`config.mk`:
```
export PLATFORM = sky130hd
export DESIGN_NAME = ssof_status_flags
export DESIGN_NICKNAME = d
export VERILOG_FILES = /design/src/design/ssof_pkg.sv /design/src/design/ssof_status_flags.sv
export SDC_FILE = /design/constraint.sdc
export NUM_CORES = 1
export LEC_CHECK = 0
export BUFFER_PORTS_ARGS = -buffer_cell sky130_fd_sc_hd__clkbuf_2
export CAP_MARGIN = 20
export CORE_MARGIN = 2
export CORE_UTILIZATION = 55
export DETAILED_ROUTE_END_ITERATION = 6
export PLACE_DENSITY = 0.75
export SYNTH_ARGS = -nofsm -noshare
export SYNTH_HDL_FRONTEND = slang
export SYNTH_SLANG_ARGS = --single-unit
```
`constraint.sdc`:
```
create_clock -name ref_clk -period 26.6 [get_ports ref_clk]
set_input_delay 2.66 -clock ref_clk [delete_from_list [all_inputs] [get_ports ref_clk]]
set_output_delay 2.66 -clock ref_clk [all_outputs]
set_load 0.005 [all_outputs]
```
`src/design/ssof_pkg.sv`:
```
// Package of constants and types for the servo status output flags block
package ssof_pkg;
    // Output function codes
    localparam logic [7:0] FC_OFF        = 8'h00;
    localparam logic [7:0] FC_FAULT      = 8'h07;
    localparam logic [7:0] FC_OVL_WARN   = 8'h10;
    localparam logic [7:0] FC_WARN       = 8'h11;
    localparam logic [7:0] FC_POS_OVF    = 8'h12;
    localparam logic [7:0] FC_REV_SOFT   = 8'h13;
    localparam logic [7:0] FC_FWD_SOFT   = 8'h14;
    localparam logic [7:0] FC_CMD_DONE   = 8'h15;
    // Number of configurable outputs
    localparam int         NUM_DO        = 8;
    // Timer and percent widths
    localparam int         TMR_W         = 40;
    localparam int         PCT_W         = 7;
    // Percent divisor for the warning threshold
    localparam logic [TMR_W-1:0] PCT_FULL = 40'h0000000064;
    // Permissible overload time in ms and its cycle count at 100 MHz
    localparam int         CLK_MHZ       = 100;
    localparam int         OVL_TIME_MS   = 8000;
    localparam logic [TMR_W-1:0] OVL_CYC =
        TMR_W'(64'(OVL_TIME_MS) * 64'(CLK_MHZ) * 64'd1000);
    // Reset values
    localparam logic [TMR_W-1:0] TMR_RST  = 40'h0000000000;
    // Command tracking states
    typedef enum logic [1:0] {SSOF_IDLE, SSOF_RUN, SSOF_DONE} ssof_cmd_t;
endpackage

```
`src/design/ssof_status_flags.sv`:
```
// Servo status output flags: overload timer, fault, warning and limit flags
`timescale 1ns/10ps
module ssof_status_flags #(
    parameter logic [39:0] OVL_CYCLES = ssof_pkg::OVL_CYC  // Permissible overload cycles
) (
    // Clock and reset
    input  wire logic                     ref_clk,
    input  wire logic                     nrst,
    // Overload, warning and fault causes
    input  wire logic                     overloadIn,       // Motor is overloaded
    input  wire logic [ssof_pkg::PCT_W-1:0] warnPercent,    // Warning percent setting
    input  wire logic                     revLimitErr,      // Reverse limit error
    input  wire logic                     fwdLimitErr,      // Forward limit error
    input  wire logic                     emergencyStop,    // Emergency stop
    input  wire logic                     serialCommErr,    // Serial link error
    input  wire logic                     underVoltage,     // Undervoltage
    input  wire logic                     otherFault,       // Other hard fault
    // Position and command status
    input  wire logic                     posCmdOverflow,   // Position command overflow
    input  wire logic                     revSoftReached,   // Reverse soft limit reached
    input  wire logic                     fwdSoftReached,   // Forward soft limit reached
    input  wire logic                     cmdStart,         // Procedure command started
    input  wire logic                     cmdGenDone,       // Command generation finished
    // Output function selection
    input  wire logic [8*ssof_pkg::NUM_DO-1:0] doFuncCode,  // Function code per output
    // Registered outputs
    output logic [ssof_pkg::NUM_DO-1:0]   doOut,            // Configurable outputs
    output logic                          overloadWarnFlag, // Overload warning
    output logic                          servoFaultFlag,   // Servo fault
    output logic                          warnFlag,         // General warning
    output logic                          overloadAlarm,    // Overload alarm latched
    output logic                          cmdDoneFlag       // Internal command done
);
    // Inputs from pins pass two flip-flops first
    // One synchroniser lane per single-bit status input
    localparam int NIN = 12;
    logic [NIN-1:0] syncA_r;                  // First stage
    logic [NIN-1:0] syncB_r;                  // Second stage
    logic [NIN-1:0] syncA_nxt;                // First stage next
    logic [NIN-1:0] syncB_nxt;                // Second stage next
    logic [ssof_pkg::PCT_W-1:0] pctA_r;       // Percent first stage
    logic [ssof_pkg::PCT_W-1:0] pctB_r;       // Percent second stage
    // Overload timing
    logic [ssof_pkg::TMR_W-1:0] ovlTmr_r;     // Continuous overload timer
    logic [ssof_pkg::TMR_W-1:0] ovlTmr_nxt;
    logic [ssof_pkg::TMR_W-1:0] warnThr;      // Scaled warning threshold
    logic                       alarm_r;      // Sticky overload alarm
    logic                       alarm_nxt;
    // Command tracking
    ssof_pkg::ssof_cmd_t        cmdSt_r;      // Command tracking state
    ssof_pkg::ssof_cmd_t        cmdSt_nxt;
    // Flags: overload warning, fault, warning, overflow, reverse, forward
    logic [5:0]                 flags_nxt;    // Computed flag levels
    logic [5:0]                 flags_r;      // Registered flag levels
    // Output levels ahead of the output register
    logic [ssof_pkg::NUM_DO-1:0] doOut_nxt;   // Selected flag per output

    // Synchronised inputs by name
    wire sOvl   = syncB_r[0];
    wire sRev   = syncB_r[1];
    wire sFwd   = syncB_r[2];
    wire sEstop = syncB_r[3];
    wire sComm  = syncB_r[4];
    wire sUv    = syncB_r[5];
    wire sOther = syncB_r[6];
    wire sPovf  = syncB_r[7];
    wire sRsl   = syncB_r[8];
    wire sFsl   = syncB_r[9];
    wire sStart = syncB_r[10];
    wire sDone  = syncB_r[11];

    // Flag selected by a function code
    function automatic logic selFlag(input logic [7:0] code, input logic [5:0] f,
                                     input logic done);
        if (code == ssof_pkg::FC_OVL_WARN) begin
            selFlag = f[0];
        end else if (code == ssof_pkg::FC_FAULT) begin
            selFlag = f[1];
        end else if (code == ssof_pkg::FC_WARN) begin
            selFlag = f[2];
        end else if (code == ssof_pkg::FC_POS_OVF) begin
            selFlag = f[3];
        end else if (code == ssof_pkg::FC_REV_SOFT) begin
            selFlag = f[4];
        end else if (code == ssof_pkg::FC_FWD_SOFT) begin
            selFlag = f[5];
        end else if (code == ssof_pkg::FC_CMD_DONE) begin
            selFlag = done;
        end else begin
            selFlag = 1'b0;                   // Unused codes read low
        end
    endfunction

    // Synchroniser next values
    always_comb begin
        // Lane order matches the names above
        syncA_nxt = {cmdGenDone, cmdStart, fwdSoftReached, revSoftReached,
                     posCmdOverflow, otherFault, underVoltage, serialCommErr,
                     emergencyStop, fwdLimitErr, revLimitErr, overloadIn};
        syncB_nxt = syncA_r;
    end

    // Synchroniser registers
    always_ff @(posedge ref_clk or negedge nrst) begin
        if (!nrst) begin
            // Clear both stages
            syncA_r <= '0;
            syncB_r <= '0;
            pctA_r  <= '0;
            pctB_r  <= '0;
        end else begin
            // Shift one stage per edge
            syncA_r <= syncA_nxt;
            syncB_r <= syncB_nxt;
            pctA_r  <= warnPercent;
            pctB_r  <= pctA_r;
        end
    end

    // Scaled time: permissible cycles times percent over one hundred
    function automatic logic [ssof_pkg::TMR_W-1:0] TMR_W_MUL(
        input logic [ssof_pkg::TMR_W-1:0] t, input logic [ssof_pkg::PCT_W-1:0] p);
        logic [ssof_pkg::TMR_W+ssof_pkg::PCT_W-1:0] prod; // Wide enough for any percent
        prod = t * p;
        TMR_W_MUL = ssof_pkg::TMR_W'(prod / ssof_pkg::PCT_FULL);
    endfunction

    // Threshold is permissible time times percent
    assign warnThr = TMR_W_MUL(OVL_CYCLES, pctB_r);

    // Overload timer, alarm and command state next values
    always_comb begin
        ovlTmr_nxt = ovlTmr_r;
        alarm_nxt  = alarm_r;
        cmdSt_nxt  = cmdSt_r;
        // Timer counts only continuous overload
        if (!sOvl) begin
            ovlTmr_nxt = ssof_pkg::TMR_RST;
        end else if (ovlTmr_r <= OVL_CYCLES) begin
            // Stops one past the limit so the alarm condition holds
            ovlTmr_nxt = ovlTmr_r + 40'h0000000001;
        end
        // Alarm once full permissible time is exceeded, held until reset
        if (sOvl && ovlTmr_r > OVL_CYCLES) begin
            alarm_nxt = 1'b1;
        end
        // Completion follows command generation only
        case (cmdSt_r)
            ssof_pkg::SSOF_IDLE: begin
                // Done input ignored until a command starts
                if (sStart) begin
                    cmdSt_nxt = ssof_pkg::SSOF_RUN;
                end
            end
            ssof_pkg::SSOF_RUN: begin
                // Done low while the command executes
                if (sDone) begin
                    cmdSt_nxt = ssof_pkg::SSOF_DONE;
                end
            end
            default: begin
                // Finished; a new start clears done
                if (sStart) begin
                    cmdSt_nxt = ssof_pkg::SSOF_RUN;
                end
            end
        endcase
        // Flag levels
        flags_nxt[0] = sOvl && ovlTmr_r > warnThr;
        flags_nxt[2] = sRev | sFwd | sEstop | sComm | sUv;
        // Fault follows the registered warning, so the warning leads
        flags_nxt[1] = alarm_nxt | sOther | flags_r[2];
        flags_nxt[3] = sPovf;
        flags_nxt[4] = sRsl;
        flags_nxt[5] = sFsl;
        // Output mapping
        for (int i = 0; i < ssof_pkg::NUM_DO; i++) begin
            doOut_nxt[i] = selFlag(doFuncCode[8*i +: 8], flags_nxt,
                                   cmdSt_nxt == ssof_pkg::SSOF_DONE);
        end
    end

    // State registers
    always_ff @(posedge ref_clk or negedge nrst) begin
        if (!nrst) begin
            // All state and outputs low
            ovlTmr_r         <= ssof_pkg::TMR_RST;
            alarm_r          <= 1'b0;
            cmdSt_r          <= ssof_pkg::SSOF_IDLE;
            flags_r          <= '0;
            doOut            <= '0;
            overloadWarnFlag <= 1'b0;
            servoFaultFlag   <= 1'b0;
            warnFlag         <= 1'b0;
            overloadAlarm    <= 1'b0;
            cmdDoneFlag      <= 1'b0;
        end else begin
            // Register the next values
            ovlTmr_r         <= ovlTmr_nxt;
            alarm_r          <= alarm_nxt;
            cmdSt_r          <= cmdSt_nxt;
            flags_r          <= flags_nxt;
            doOut            <= doOut_nxt;
            overloadWarnFlag <= flags_nxt[0];
            servoFaultFlag   <= flags_nxt[1];
            warnFlag         <= flags_nxt[2];
            overloadAlarm    <= alarm_nxt;
            cmdDoneFlag      <= cmdSt_nxt == ssof_pkg::SSOF_DONE;
        end
    end
endmodule

```
==> results of run 1 <==
==> through the flow <==
| stage | TNS (ns) | std cells | worst slack, ns | utilization [%] |
|---|---|---|---|---|
| after global placement | -1.293 | 3079 | -0.3512 | 76.51 |
| after CTS | 0 | 3138 | 0.004931 | 81.46 |
| after global routing | -14.67 | 3180 | -2.001 | 86.40 |
| after floorplan | 0 | 2032 | 0.01226 | - |
| after detailed placement | -5.853 | 3079 | -0.8865 | 76.51 |
| final | -6.491 | 3181 | -1.107 | 86.41 |
==> critical path: cells and delay by family, from the launching register on <==
family | cells | cell delay [ns]
AO/OA/AOI/OAI | 55 | 12.68
multiplexers | 3 | 0.92
flip-flops | 1 | 0.48
buffers and inverters | 19 | 2.41
AND/OR/NAND/NOR | 35 | 8.02
adder cells (fa/ha/maj) | 9 | 3.02
==> final cells by class <==
class / count / share of cell area, %
multi-input combinational: 1776 / 61.43
timing repair buffer: 814 / 24.31
sequential: 93 / 9.450
tap: 384 / 1.948
inverter: 97 / 1.628
clock buffer: 9 / 0.9130
clock inverter: 7 / 0.3196
antenna: 1 / 0.01014
==> registers in the layout (all words and copies together) (netlist names) <==
name	count
flags_r	3
cmdDoneFlag	1
pctA_r	7
pctB_r	7
ovlTmr_r	40
alarm_r	1
syncB_r	12
syncA_r	12
doOut	8
cmdSt_r	2
==> placed cells by master (no fill, tap or decap), types with 27 or more instances in the layout <==
cell and instances:
o211ai_1 40, nand2_1 117, a21o_1 37, nor2_1 164, nand4_1 36, ha_1 81
clkbuf_2 96, nor3_1 56, xor2_1 39, fa_1 29, nand3_1 51, buf_4 697
o21a_1 27, dfrtp_1 90, o21ai_1 34, nor4_1 29, a21oi_2 37, o21ai_0 62
inv_1 80, xnor2_1 41, a21oi_1 102
==> worst paths after layout <==
check | start | endpoint | slack (ns)
worst min register to register | pctA_r[3]$_DFF_PN0_ | pctB_r[3]$_DFF_PN0_ | 0.34
max in group asynchronous | nrst | syncB_r[1]$_DFF_PN0_ | 23.66
min in group asynchronous | nrst | pctA_r[2]$_DFF_PN0_ | 2.13
worst max-delay path | pctB_r[1]$_DFF_PN0_ | doOut[6]$_DFF_PN0_ | -1.11
worst min-delay path | pctA_r[3]$_DFF_PN0_ | pctB_r[3]$_DFF_PN0_ | 0.34
worst max register to register | pctB_r[1]$_DFF_PN0_ | doOut[6]$_DFF_PN0_ | -1.11
==> logic make-up (layout without fill, tap and decap cells) <==
kind of cell | after synthesis | after routing | synth area share, %
xor+xnor | 90 | 90 | 5.052
buf+inv | 164 | 927 | 4.202
other cells | 0 | 1 | 0
compound gates | 740 | 741 | 35.17
mux | 52 | 52 | 3.565
flops | 93 | 93 | 14.64
fa+ha+maj | 130 | 130 | 11.63
simple gates | 763 | 763 | 25.75
==> layer usage <==
layer / part of all wire [%] / global-route usage [%] / vias up
met5: 0.042 / 0 / -
met4: 7.7 / 20.52 / 4
met3: 8.7 / 5.446 / 541
met2: 47 / 70.12 / 1637
met1: 36 / 47.68 / 10420
li1: - / - / 9453
==> repair_timing <==
action,in CTS,in global routing
gates cloned,1,0
gates resized for setup,178,225
setup endpoints to repair,9,9
hold buffers,0,0
setup buffers,42,42
pin swaps,76,123
==> summary.md, run 1 <==
| Metric | Value |
|---|---|
| Status | finished, violations left |
| Failing checks | negative setup slack |
| Setup Skew | 0.01389 ns |
| Die Y | 174.0 um |
| # rows | 62 |
| Most common cell in the synthesized netlist | nor2_1 |
| Multi-input logic area | about 15000 sq um |
| RSZ-0062 raised after global routing | true |
| Syn Inst Count | 2032 |
| Fin. max-slew vios | 0 |
| Synth area leader | dfrtp_1 |
| Most frequent CP cell | buf_4 |
| Initial core utilization | 55.70% |
| Layout cells sized above 1 | 46.07% |
| Pin count of the biggest net entering global routing | 82 |
| Top cell type's share of synthesized area | 14.64% |
| CTS tree | yes |
| DRC | 0 |
| TritonCTS Sinks | 93 |
| Clock Latency Late Sink | roughly 0.36 ns |
| Final hold violations | 0 |
| CP Max Fanout | 8 |
| Worst-Margin Slew | 0.9946 ns |
| Layout fillers | about 1500 |
| Tmin final | around 28 ns |
| Worst endpoint required time | 26.88 ns |
| Mapped Area | 15900 sq um |
| Total gr overflow | 0 |
| CORE AREA | ~29000 sq um |
| Final Cycle Share | 104.2% |
| Routed Antenna Nets | 0 |
| Final setup violating endpoints | 9 |
| Area Overhead vs Synth | 55.14% |
| WP data arrival | 27.99 ns |
| Hold Path Depth | 0 |
| Post-DP HPWL | ~47000 um |
| Crit path largest cell delay | 0.64 ns |
| Routed WL per cell | 22.42 um |
| Final worst slack | -1.107 ns |
| Initial antenna violation count | 2 |
| GR Util All Layers | 39.95% |
| Post-synth EDFFs | 0 |
| Max capacitance violation total | 0 |
| Syn_nets | between 2000 and 2500 |
| Synthesized area per cell | 7.825 sq um |
| CP Class | flip-flop to flip-flop |
| First-pass GRT wire length | 101100 um |
| Number of synthesized register bits | just over 90 |
| Final hold slack | 0.3403 ns |
| Final WL | 71320 um |
| Port buffer count | 97 |
| Worst setup EP type | flip-flop |
| CTS clk-pin slew, worst paths | approximately 0.080 ns |
| Most used DFF post-synth | dfrtp_1 |
| Vias | 22060 |
| Placed cell area | 21840 sq um |
| Fin area | 24670 sq um |
| Drt first pass iters | 7 |
| Die X | 174.0 um |
| Distinct cells, synth | 138 |
| Layout net count | 3002 |
| Max Buffers Root-to-Sink | 2 |
| IO Count | 98 |
| Top cells by instance count after synthesis | nor2_1 (184), a21oi_1 (135), nand2_1 (132) |
| Avg Vias per Cell | 6.934 |
| Slew headroom | about 34% |
| DIE AREA | approximately 30000 sq um |
| Htree depth | 3 |
| Ys Warns | 0 |
| FMAX | 36.09 MHz |
| Worst Setup Start Kind | flip-flop |
| 1st-iter DRT viols | roughly 3000 |
| R2R cell count | roughly 120 |
| Critical path's slowest cell | nor4_4 |
| Routability Congestion | 0.9734 |
| Cell types occupying the most area after synthesis | dfrtp_1 (15%), ha_1 (7.5%), nor2_1 (4.3%) |
| Vias in the first global route | ~20000 |
| TritonCTS Buffers | 9 |
| Register Area | 2331 sq um |
| Asr flop ratio synth | 100.0% |
| Hold Crit Class | flip-flop to flip-flop |
| CTS root buffer | clkbuf_16 |
| Sequential share of the synthesized area | 14.64% |
Power of run 1 is left out: the tool's default activity adds up to more than one toggle a clock period on the data nets, which glitch-free logic cannot reach.
==> run 2, diff against run 1 <==
Settings changed: CELL_PAD_IN_SITES_DETAIL_PLACEMENT set to 1, CELL_PAD_IN_SITES_GLOBAL_PLACEMENT set to 2, CORE_UTILIZATION 55 to 34, PLACE_DENSITY 0.75 to 0.77.
==> summary.md, run 2 (same netlist as run 1, synthesis figures left out) <==
| Metric | Value |
|---|---|
| Status | finished, violations left |
| Failing checks | negative setup slack |
| Finished Layout Cells | between 3000 and 4000 |
| Register Area | approximately 2300 sq um |
| CP Max Fanout | 6 |
| FF-to-FF Start | pctB_r[1]$_DFF_PN0_ |
| 1st-iter DRT viols | 1381 |
| Initial antenna violation count | 0 |
| Largest regs | ovlTmr_r: 40 flops, syncA_r: 12 flops, syncB_r: 12 flops |
| Crit path largest cell delay | 0.58 ns |
| Final worst slack | -0.7907 ns |
| Die Y | 220.3 um |
| Hold Crit Class | flip-flop to flip-flop |
| Layout cells sized above 1 | 47.79% |
| Final WL | 78580 um |
| # rows | 79 |
| Hold Path Depth | 0 |
| Max Buffers Root-to-Sink | 2 |
| Vias | 21220 |
| Clock Latency Late Sink | 0.36 ns |
| Tmin final | between 20 and 30 ns |
| Pin count of the biggest net entering global routing | slightly below 50 |
| First-pass GRT wire length | around 120000 um |
| Final setup violating endpoints | 9 |
| Area Overhead vs Synth | 62.03% |
| FF-to-FF End | doOut[4]$_DFF_PN0_ |
| Routed Antenna Nets | 0 |
| Final Cycle Share | 103.0% |
| GR Util All Layers | slightly above 30% |
| IO Count | 98 |
| Final hold violations | 0 |
| FMAX | 36.51 MHz |
| Vias in the first global route | 22720 |
| CTS tree | yes |
| Layout net count | 3127 |
| Post-DP HPWL | approximately 57000 um |
| Avg Vias per Cell | 6.014 |
| Commonest non-fill, non-tap cells in the layout | buf_4 (821), nor2_1 (164), nand2_1 (124) |
| Worst hold start | pctA_r[0]$_DFF_PN0_ |
| Critical path's slowest cell | or4_4 |
| Worst Setup Start Kind | flip-flop |
| Worst setup EP type | flip-flop |
| Commonest non-fill, non-tap cell in the layout | buf_4 |
| Max capacitance violation total | 0 |
| CP Class | flip-flop to flip-flop |
| Total gr overflow | 0 |
| Max FFs per register | 40 |
| Layout fillers | 5503 |
| Cell Count Post-Placement | approximately 3400 |
| Initial core utilization | roughly 34% |
| Final hold slack | 0.3501 ns |
| Setup Skew | 0.01258 ns |
| DIE AREA | 48510 sq um |
| Worst endpoint required time | 26.86 ns |
| Port buffer count | 97 |
| Htree depth | 3 |
| CTS clk-pin slew, worst paths | 0.08 ns |
| Multi-input logic area | 15050 sq um |
| DRC | 0 |
| Start point of the critical path | pctB_r[1]$_DFF_PN0_ |
| Hold endpoint | pctB_r[0]$_DFF_PN0_ |
| Drt first pass iters | 5 |
| Slew headroom | between 30 and 40% |
| WP data arrival | 27.65 ns |
| R2R cell count | approximately 120 |
| CORE AREA | 46360 sq um |
| Most frequent CP cell | buf_4 |
| TritonCTS Buffers | 9 |
| Routed WL per cell | 22.27 um |
| CTS root buffer | clkbuf_16 |
| TritonCTS Sinks | 93 |
| Register bank with the most flops | ovlTmr_r |
| RSZ-0062 raised after global routing | true |
| Fin. max-slew vios | 0 |
| Die X | about 220 um |
| Routability Congestion | 0.9376 |
| Ant. Diodes | 0 |
| R2R Setup Slk | -0.79 ns |
| Worst-Margin Slew | 1.018 ns |
-- run 2: cell types whose count changed in the layout (fill, tap and decap cells not counted), sizes merged --
cell / change
diode: -1
inv: +1
buf: +125
clkinvlp: -1
-- run 2: worst max-delay path, delay by kind of cell, from the launching register on --
| family | cells | cell delay, ns |
|---|---|---|
| DFF | 1 | 0.43 |
| xor gates and xnor gates | 2 | 0.35 |
| and+or+nand+nor | 31 | 7.62 |
| adders and majority gates | 9 | 3.07 |
| AOI/OAI and AO/OA | 57 | 12.61 |
| buffers and inverters | 16 | 2.17 |
| muxes | 3 | 0.97 |
-- run 2: how the worst max path moves through the flow --
stage	depth (start not counted)	slack [ns]	to
CTS	116	-0.29	doOut[7]$_DFF_PN0_
global placement	120	-0.66	doOut[4]$_DFF_PN0_
detailed placement	125	-1.58	doOut[4]$_DFF_PN0_
global route	137	-1.77	doOut[6]$_DFF_PN0_
finish	118	-0.79	doOut[4]$_DFF_PN0_
floorplan	114	0.01	doOut[4]$_DFF_PN0_
-- run 2: final cells by class --
class | count | area share [%]
clock buffers | 9 | 0.8742
clock inverters | 7 | 0.3108
inverters | 97 | 1.549
multi-input cells | 1776 | 58.41
flip-flops and latches | 93 | 9.043
well taps | 607 | 2.948
repair buffers | 939 | 26.87
-- run 2: metrics by stage --
step           setup slack [ns]  TNS, ns  area [sq um]  utilization (%)
2_1_floorplan           0.01226        0         16440                -
3_3_place_gp            -0.6597   -3.720         22770            49.12
3_5_place_dp             -1.576   -11.25         22770            49.12
4_1_cts                 -0.2863  -0.9951         24680            53.25
5_1_grt                  -1.768   -13.16         25760            55.57
6_report                -0.7907   -4.883         25760            55.57
-- run 2: per-layer routing --
layer,track usage [%],vias up,wire (um)
met5,0,-,0
met4,9.866,0,2601
met3,2.570,203,3272
met2,56.10,636,40510
met1,36.64,10690,32200
li1,-,9686,-
-- run 2: timing repair --
action / 4_1_cts / 5_1_grt
cloned: 1 / 0
setup buffers: 83 / 41
gates resized for setup: 215 / 163
pin swaps: 103 / 89
hold buffers: 0 / 0
endpoints found under the setup margin: 9 / 9
Power of run 2 is left out for the same reason.
